<file path="config.mk">
export PLATFORM = sky130hd
export DESIGN_NAME = aps_serial_out
export DESIGN_NICKNAME = d
export VERILOG_FILES = /design/src/pkg/aps_pkg.sv /design/src/verilog/aps_serial_out.sv
export SDC_FILE = /design/constraint.sdc
export NUM_CORES = 1
export LEC_CHECK = 0
export BUFFER_PORTS_ARGS = -buffer_cell sky130_fd_sc_hd__buf_4
export CORE_MARGIN = 4
export CORE_UTILIZATION = 30
export CTS_CLUSTER_DIAMETER = 30
export DETAILED_ROUTE_END_ITERATION = 10
export GPL_ROUTABILITY_DRIVEN = 1
export SYNTH_ARGS = -nofsm -noshare
export SYNTH_HDL_FRONTEND = slang
export SYNTH_SLANG_ARGS = --single-unit
</file>
<file path="constraint.sdc">
create_clock -name sys_clk -period 20.7 [get_ports sys_clk]
set_input_delay 0 -clock sys_clk [delete_from_list [all_inputs] [get_ports sys_clk]]
set_output_delay 0 -clock sys_clk [all_outputs]
set_load 0.02 [all_outputs]
</file>
<file path="src/pkg/aps_pkg.sv">
// shared constants and types for the audio serial output port
package aps_pkg;
    // --------------------------------------------------------------
    // formats and sampling modes
    // --------------------------------------------------------------
    typedef enum logic [1:0] {FMT_LJ, FMT_I2S, FMT_TDM, FMT_TDM_DLY} aps_fmt_e;
    typedef enum logic [1:0] {RATE_NORMAL, RATE_DOUBLE, RATE_QUAD, RATE_RSVD} aps_rate_e;

    // --------------------------------------------------------------
    // widths and frame geometry
    // --------------------------------------------------------------
    localparam int          SAMPLE_W      = 24;
    localparam int          SLOT_W        = 32;
    localparam int          PAIR_W        = 2 * SAMPLE_W;
    localparam int          FIFO_DEPTH    = 2;
    localparam logic [4:0]  WL_24         = 5'h18;
    localparam logic [4:0]  WL_18         = 5'h12;
    localparam logic [4:0]  WL_20         = 5'h14;
    localparam logic [4:0]  WL_16         = 5'h10;

    // --------------------------------------------------------------
    // clock ratios (sys_clk counted at twice the master clock)
    // --------------------------------------------------------------
    localparam logic [9:0]  SYS_PER_FS_NORMAL = 10'h200;
    localparam logic [8:0]  BCK_LJ_NORMAL     = 9'h080;
    localparam logic [8:0]  BCK_LJ_FAST       = 9'h040;
    localparam logic [8:0]  BCK_TDM_NORMAL    = 9'h100;
    localparam logic [7:0]  HALF_SLOW         = 8'h02;
    localparam logic [7:0]  HALF_FAST         = 8'h01;

    // --------------------------------------------------------------
    // filters and dither
    // --------------------------------------------------------------
    localparam int          HPF_CORNER_DIV = 48000;
    // fs / (2*pi*2^13) lands close to fs / 48000
    localparam int          HPF_SHIFT      = 13;
    localparam int          HP_ACC_W       = SAMPLE_W + HPF_SHIFT + 2;
    localparam logic [5:0]  GD_CLASSIC     = 6'h27;
    localparam logic [5:0]  GD_LOW_LATENCY = 6'h15;
    localparam logic [15:0] RNG_SEED_A     = 16'hACE1;
    localparam logic [15:0] RNG_SEED_B     = 16'h5A3C;
endpackage

</file>
<file path="src/verilog/aps_serial_out.sv">
// audio serial output port: formats, tdm slots, high-pass, dither
`timescale 1ns/1ps

// Contract
// - format pins pick left-justified, i2s, tdm or tdm delayed by one bit
// - samples go out as two's complement, msb first
// - serial data changes only on bit clock falling edges
// - word select runs at exactly the sample rate, either side generating it
// - slave: clocks are inputs; master: device divides both from master clock
// - master lj/i2s bit clock is 128 fs normal, 64 fs double and quad
// - tdm bit clock is 256, 128, 64 fs for normal, double, quad
// - tdm frame carries at most eight, four, two channels by rate
// - sub-frame pins place the output in tdm sub-frame 0 to 3
// - sub-frame is two 32-bit slots, 24 data bits left-justified, rest follow
// - delayed tdm starts data one bit clock after word select rises
// - filter pin: low classic delay 39, high low-latency delay 21
// - quad speed always uses low-latency response, filter pin ignored
// - per-channel high-pass disable pin: low filters, high bypasses
// - high-pass corner is about sample rate over 48000
// - word length pins give 24, 18, 20 or 16 bits
// - shorter words get triangular dither before truncation
// - disabled or in reset: serial data and clock outputs driven low
// - rate pins give normal, double, quad; both high reserved
module aps_serial_out
    import aps_pkg::*;
(
    input  wire logic                sys_clk,
    input  wire logic                rst_n,
    input  wire logic                pcmOutputEnable,
    input  wire logic                masterMode,
    input  wire logic                formatSelLo,
    input  wire logic                formatSelHi,
    input  wire logic                rateModeSelLo,
    input  wire logic                rateModeSelHi,
    input  wire logic                subframeSelLo,
    input  wire logic                subframeSelHi,
    input  wire logic                filterResponseSel,
    input  wire logic                leftHighpassDisable,
    input  wire logic                rightHighpassDisable,
    input  wire logic                wordLengthSelLo,
    input  wire logic                wordLengthSelHi,
    input  wire logic [SAMPLE_W-1:0] sampleLeft,
    input  wire logic [SAMPLE_W-1:0] sampleRight,
    input  wire logic                sampleValid,
    output logic                     sampleReady,
    input  wire logic                bitClockIn,
    output logic                     bitClockOut,
    output logic                     bitClockOe,
    input  wire logic                wordSelectIn,
    output logic                     wordSelectOut,
    output logic                     wordSelectOe,
    output logic                     serialData,
    output logic                     filterLowLatency,
    output logic [5:0]               groupDelaySamples
);
    // ----------------------------------------------------------------
    // state
    // ----------------------------------------------------------------
    typedef struct packed {
        logic                           bckPrev;
        logic                           wsPrev;
        logic [8:0]                     bitCnt;
        logic                           serData;
        logic                           bckOut;
        logic                           wsOut;
        logic [7:0]                     halfCnt;
        logic [8:0]                     mCnt;
        logic [SAMPLE_W-1:0]            txL;
        logic [SAMPLE_W-1:0]            txR;
        logic [HP_ACC_W-1:0]            hpL;
        logic [HP_ACC_W-1:0]            hpR;
        logic [15:0]                    rngA;
        logic [15:0]                    rngB;
        logic [FIFO_DEPTH-1:0][PAIR_W-1:0] mem;
        logic                           wrPtr;
        logic                           rdPtr;
        logic [1:0]                     fill;
        logic                           lowLat;
    } aps_state_s;

    aps_state_s          q, d;
    aps_fmt_e            fmt;
    aps_rate_e           rate;
    logic                isTdm, dly, isI2s, bckLvl, wsLvl, fall, wsEdge, frameStart;
    logic                push, pop, leftCh, active;
    logic [8:0]          bits, pos, cnt;
    logic [9:0]          sysPerFs;
    logic [7:0]          halfLimit;
    logic [4:0]          wordLen, bitIdx;
    logic [1:0]          subSel;
    logic [SAMPLE_W-1:0] mask, word;
    logic [15:0]         rA, rB;

    // dc removal then dither; returns {new accumulator, output sample}
    function automatic logic [HP_ACC_W+SAMPLE_W-1:0] shape(
        input logic [SAMPLE_W-1:0] x,
        input logic [HP_ACC_W-1:0] acc,
        input logic                bypass,
        input logic [SAMPLE_W-1:0] m,
        input logic [15:0]         ra,
        input logic [15:0]         rb
    );
        logic signed [HP_ACC_W-1:0]   dc, diff, xe;
        logic signed [SAMPLE_W+1:0]   y, dith;
        logic        [SAMPLE_W-1:0]   ys;
        dc   = $signed(acc) >>> HPF_SHIFT;
        xe   = HP_ACC_W'($signed(x));
        diff = xe - dc;
        y    = bypass ? (SAMPLE_W+2)'($signed(x)) : diff[SAMPLE_W+1:0];
        dith = $signed({2'b00, ra[SAMPLE_W-9:0] & m[15:0]})
             - $signed({2'b00, rb[SAMPLE_W-9:0] & m[15:0]});
        y    = y + dith;
        if (y > $signed({3'b000, {(SAMPLE_W-1){1'b1}}})) begin
            ys = {1'b0, {(SAMPLE_W-1){1'b1}}};
        end else if (y < -$signed({3'b001, {(SAMPLE_W-1){1'b0}}})) begin
            ys = {1'b1, {(SAMPLE_W-1){1'b0}}};
        end else begin
            ys = y[SAMPLE_W-1:0];
        end
        // acc tracks dc with a 2^-13 step, setting the corner near fs/48000
        shape = {acc + HP_ACC_W'(diff), ys & ~m};
    endfunction

    // ----------------------------------------------------------------
    // pin decode
    // ----------------------------------------------------------------
    always_comb begin
        fmt    = aps_fmt_e'({formatSelHi, formatSelLo});
        rate   = aps_rate_e'({rateModeSelHi, rateModeSelLo});
        if (rate == RATE_RSVD) begin
            rate = RATE_NORMAL;
        end
        isTdm  = fmt == FMT_TDM || fmt == FMT_TDM_DLY;
        isI2s  = fmt == FMT_I2S;
        dly    = isI2s || fmt == FMT_TDM_DLY;
        subSel = {subframeSelHi, subframeSelLo};
        case ({wordLengthSelHi, wordLengthSelLo})
            2'b01:   wordLen = WL_18;
            2'b10:   wordLen = WL_20;
            2'b11:   wordLen = WL_16;
            default: wordLen = WL_24;
        endcase
        mask     = ~({SAMPLE_W{1'b1}} << (WL_24 - wordLen));
        sysPerFs = SYS_PER_FS_NORMAL >> rate;
        if (isTdm) begin
            bits = BCK_TDM_NORMAL >> rate;
        end else begin
            bits = (rate == RATE_NORMAL) ? BCK_LJ_NORMAL : BCK_LJ_FAST;
        end
        halfLimit = (!isTdm && rate != RATE_QUAD) ? HALF_SLOW : HALF_FAST;
    end

    // ----------------------------------------------------------------
    // next state
    // ----------------------------------------------------------------
    always_comb begin
        d           = q;
        rA          = (q.rngA == 16'h0000) ? RNG_SEED_A : q.rngA;
        rB          = (q.rngB == 16'h0000) ? RNG_SEED_B : q.rngB;
        sampleReady = q.fill != 2'(FIFO_DEPTH);
        push        = sampleValid && sampleReady;
        d.lowLat    = filterResponseSel || rate == RATE_QUAD;
        // master divides sys_clk into both clocks
        if (masterMode) begin
            if (q.halfCnt >= halfLimit - 8'h01) begin
                d.halfCnt = 8'h00;
                d.bckOut  = ~q.bckOut;
                if (q.bckOut) begin
                    d.mCnt  = (q.mCnt + 9'h001 >= bits) ? 9'h000 : q.mCnt + 9'h001;
                    // word select toggles at half frame: exactly fs
                    d.wsOut = (d.mCnt < (bits >> 1)) ^ isI2s;
                end
            end else begin
                d.halfCnt = q.halfCnt + 8'h01;
            end
        end else begin
            d.bckOut = 1'b0;
            d.wsOut  = 1'b0;
        end
        bckLvl    = masterMode ? d.bckOut : bitClockIn;
        wsLvl     = masterMode ? d.wsOut : wordSelectIn;
        d.bckPrev = bckLvl;
        fall      = q.bckPrev && !bckLvl;
        wsEdge    = isTdm ? (wsLvl && !q.wsPrev) : (wsLvl != q.wsPrev);
        // lj frames open on ws high, i2s on ws low (left first)
        frameStart = fall && wsEdge && (isTdm || (wsLvl ^ isI2s));
        pop        = frameStart && q.fill != 2'b00;
        cnt        = wsEdge ? 9'h000 : q.bitCnt + 9'h001;
        pos        = cnt - {8'h00, dly};
        bitIdx     = pos[4:0];
        leftCh     = isTdm ? !pos[5] : (wsLvl ^ isI2s);
        active     = !(dly && cnt == 9'h000)
                  && (isTdm ? pos[8:6] == {1'b0, subSel} : pos[8:5] == 4'h0);
        if (pop) begin
            {d.hpL, d.txL} = shape(q.mem[q.rdPtr][PAIR_W-1:SAMPLE_W], q.hpL,
                                   leftHighpassDisable, mask, rA, rB);
            {d.hpR, d.txR} = shape(q.mem[q.rdPtr][SAMPLE_W-1:0], q.hpR,
                                   rightHighpassDisable, mask, rB, rA);
            d.rngA  = {rA[14:0], rA[15] ^ rA[13] ^ rA[12] ^ rA[10]};
            d.rngB  = {rB[14:0], rB[15] ^ rB[13] ^ rB[12] ^ rB[10]};
            d.rdPtr = ~q.rdPtr;
        end
        if (push) begin
            d.mem[q.wrPtr] = {sampleLeft, sampleRight};
            d.wrPtr        = ~q.wrPtr;
        end
        d.fill = q.fill + {1'b0, push} - {1'b0, pop};
        if (fall) begin
            d.wsPrev = wsLvl;
            d.bitCnt = cnt;
            word     = leftCh ? d.txL : d.txR;
            // msb first; bits past the word length and slot padding send zero
            d.serData = active && bitIdx < wordLen && word[5'(WL_24 - 5'h01 - bitIdx)];
        end else begin
            word = d.txL;
        end
        if (!pcmOutputEnable) begin
            d.serData = 1'b0;
            d.bckOut  = 1'b0;
            d.wsOut   = 1'b0;
            d.halfCnt = 8'h00;
            // first fall after enable wraps to zero, so the first frame is a full one
            d.mCnt    = bits - 9'h001;
            d.bitCnt  = 9'h000;
            // idle ws level, so the first edge away from it opens a frame
            d.wsPrev  = isI2s;
        end
    end

    always_ff @(posedge sys_clk or negedge rst_n) begin
        if (!rst_n) begin
            q <= '0;
        end else begin
            q <= d;
        end
    end

    // ----------------------------------------------------------------
    // outputs
    // ----------------------------------------------------------------
    assign serialData        = q.serData;
    assign bitClockOut       = q.bckOut;
    assign wordSelectOut     = q.wsOut;
    assign bitClockOe        = masterMode;
    assign wordSelectOe      = masterMode;
    assign filterLowLatency  = q.lowLat;
    assign groupDelaySamples = q.lowLat ? GD_LOW_LATENCY : GD_CLASSIC;

    // ----------------------------------------------------------------
    // checks
    // ----------------------------------------------------------------
    logic [9:0] wsPerQ;
    logic [8:0] fallsQ;
    logic [5:0] cfgQ;
    logic       seenQ, wsRise;
    assign wsRise = d.wsOut && !q.wsOut;

    always_ff @(posedge sys_clk or negedge rst_n) begin
        if (!rst_n) begin
            wsPerQ <= 10'h000;
            fallsQ <= 9'h000;
            cfgQ   <= 6'h00;
            seenQ  <= 1'b0;
        end else begin
            cfgQ   <= {fmt, rate, masterMode, pcmOutputEnable};
            wsPerQ <= wsRise ? 10'h000 : wsPerQ + 10'h001;
            fallsQ <= wsRise ? 9'h000 : fallsQ + {8'h00, fall};
            if (cfgQ != {fmt, rate, masterMode, pcmOutputEnable}) begin
                seenQ <= 1'b0;
            end else if (wsRise) begin
                seenQ <= 1'b1;
            end
        end
    end
endmodule

</file>
==> flow_metrics.py <==
metrics = {
    "timing": {
        "period_share": 0.413,
        "maxSlewViolCount": 0,
        "fin_worst_skew_ns": 0.0529,
        "fin_tns_setup_ns": 0,
        "rsz0062_at_grt": "no",
        "tightest_slew_ns": 1.12,
        "finalCriticalPeriod_ns": 8.56,
        "max_slew_margin": 0.250,
        "hold_viol_final": 0,
        "final-setup-viol-count": 0,
        "max_freq_ghz": 0.117,
    },
    "run": {
        "drv_cap": 0,
    },
    "worst_hold_path": {
        "min_path_type": "in2reg",
        "hp-start": "rateModeSelHi",
        "hold-path-endpoint": "q[264]",
        "hold_depth": 5,
    },
    "die": {
        "core_area_sq_um": 78900,
        "io_pins": 79,
        "rows": 103,
        "start_util": 0.303,
        "die_h_um": 290,
        "dieArea_sq_um": 84200,
        "die_w_um": 290,
    },
    "synth": {
        "synth_edf_count": 0,
        "ys_ff_latch": 290,
        "ys.warnings.count": 0,
        "ys_types": 91,
        "netlist_instances": 2761,
        "syn_area_sq_um": 23900,
        "synth_seq_area_share": 0.304,
        "synth_ff_type": "dfrtp_1",
        "syn_avg_cell_area_sq_um": 8.65,
        "async_flop_share": 1.00,
    },
    "route": {
        "drt-initial-drc-count": 1296,
        "num_vias": 20325,
        "vias_per_cell": 5.01,
        "post-route-drc-count": 0,
        "drtPass1Iterations": 5,
        "wl_per_cell_um": 16.2,
        "wirelength_mm": 65.6,
        "ant_nets": 0,
    },
    "placed_design": {
        "dpl.hpwl_mm": 48.6,
        "finalWeightedCongestion": 0.888,
        "portBuffers": 75,
    },
    "clock_tree": {
        "post-cts-setup-buffer-count": 0,
        "clk_path_buf_depth": 3,
        "path_clk_slew_ns": 0.04,
        "tritoncts": "yes",
        "clock_latency_ns": 0.64,
        "htreeDepth": 3,
        "clkSinkCount": 290,
        "cts_root_buf": "clkbuf_16",
        "cts_resized": 0,
        "numCtsBuffers": 90,
    },
    "global_route": {
        "grt-ovfl-total": 0,
        "grt_pass1_vias": 19771,
        "track_usage": 0.153,
        "grt_pass1_wl_mm": 106,
        "grt_max_degree": 93,
        "antenna_found_initial": 1,
    },
    "run_status": {
        "status": "complete, no violations",
    },
    "final_layout": {
        "fill_cells": 7984,
        "multiInputGateArea_sq_um": 15700,
        "area_growth_pct": 23.6,
        "final_common_cell": "nand2_1",
        "seq_area_sq_um": 7260,
        "fin_nets": 3243,
        "drive_gt1_frac": 0.154,
        "final_cell_mix": "nand2_1, dfrtp_1, ha_1, a21oi_1, nor2_1",
    },
    "setup_path": {
        "worstPathMaxFanout": 26,
        "cp-start-kind": "flop",
        "crit_path_end_kind": "flop",
        "crit_type": "reg2reg",
        "crit_arrival_ns": 9.01,
        "r2r-end": "serialData",
        "cp.required_ns": 21.15,
        "crit_path_max_incr_delay_ns": 0.73,
        "cp_common_cell": "a21oi_1",
        "reg2reg_from": "q[3]",
        "cpMaxStageDelayCell": "dfrtp_2",
        "reg2reg_slack_ns": 12.14,
        "r2r_cells": 34,
    },
}
worst max path at each step:
stage / from / endpoint / slack, ns / cells after the start
final: q[3] / serialData / 12.14 / 34
after global placement: q[3] / serialData / 12.39 / 34
after global routing: q[3] / serialData / 11.44 / 34
after detailed placement: q[3] / serialData / 12.32 / 34
after CTS: q[3] / serialData / 12.23 / 34
after floorplan: q[3] / serialData / 13.58 / 34
layout make-up:
cell class	count	area share
Multi-Input combinational cell	2245	0.533
Sequential cell	290	0.246
Clock buffer	112	0.0828
Timing Repair Buffer	153	0.0452
Tap cell	1050	0.0445
Clock inverter	55	0.0287
Inverter	154	0.0196
Antenna cell	1	0.0000848
cell families after synthesis:
family	count (synthesis)	share of synthesized area
and+or+nand+nor	806	0.154
AOI/OAI and AO/OA	769	0.206
DFF	290	0.304
buffers and inverters	259	0.0433
adders and majority gates	243	0.130
xor gates and xnor gates	213	0.0788
muxes	179	0.0838
other	2	0.000315
critical path, delay by kind of cell, from the launching register on:
kind | cells | cell delay (ns)
mux | 2 | 0.58
compound gates | 21 | 4.82
simple gates | 4 | 0.43
xor+xnor | 2 | 0.26
buf+inv | 2 | 0.55
fa+ha+maj | 3 | 0.97
flops | 1 | 0.73
cells in the mapped netlist, types with 7 or more instances:
cell type	count	share of area
buf_1	18	0.0028
a211o_1	12	0.0044
mux2_2	167	0.079
a211oi_1	35	0.011
a31oi_1	24	0.0063
nor2_1	198	0.031
or3_1	11	0.0029
or2_2	9	0.0024
o21bai_1	49	0.015
mux2i_1	12	0.0050
and2_1	18	0.0047
nand4_1	16	0.0042
nand2_1	348	0.055
ha_1	235	0.12
fa_1	8	0.0067
buf_4	8	0.0025
xnor2_1	137	0.050
buf_2	7	0.0015
a21o_1	91	0.029
nor4_1	12	0.0031
nor3_1	33	0.0069
a21oi_1	209	0.044
o211ai_1	14	0.0044
clkbuf_1	69	0.011
a22oi_1	13	0.0041
nor2b_1	20	0.0052
inv_1	151	0.024
o21ai_0	192	0.040
nand2b_1	33	0.0086
xor2_1	74	0.027
nand3_1	53	0.011
dfrtp_1	290	0.30
o21ai_1	13	0.0027
o21a_1	16	0.0050
and3_1	22	0.0058
registers in the layout (all words and copies together) (netlist names):
name / count
filterLowLatency: 1
serialData: 1
bitClockOut: 1
wordSelectOut: 1
q: 286
layer usage:
layer	global-route usage	wire [um]	vias up
li1	-	-	10179
met1	0.210	31200	9582
met2	0.240	29300	445
met3	0.0289	3090	119
met4	0.0529	2040	0
met5	0	0	-
per-stage QoR:
step	cell area, sq um	util	setup slack, ns	hold slack [ns]	cells
6_report	29500	0.374	12.14	0.0583	4060
5_1_grt	29500	0.374	11.44	0.0997	4060
4_1_cts	29500	0.374	12.23	0.0198	4059
3_5_place_dp	25600	0.324	12.32	0.00985	3828
3_3_place_gp	25600	0.324	12.39	0.0121	3828
2_1_floorplan	24000	-	13.58	-0.296	2794
timing repair:
item	4_1_cts	5_1_grt
hold buffers	64	0
hold endpoints to repair	201	0
setup endpoints to repair	0	0
Power is not shown: default switching activity piles up to over one toggle a cycle in this logic, so the estimate is an artifact.
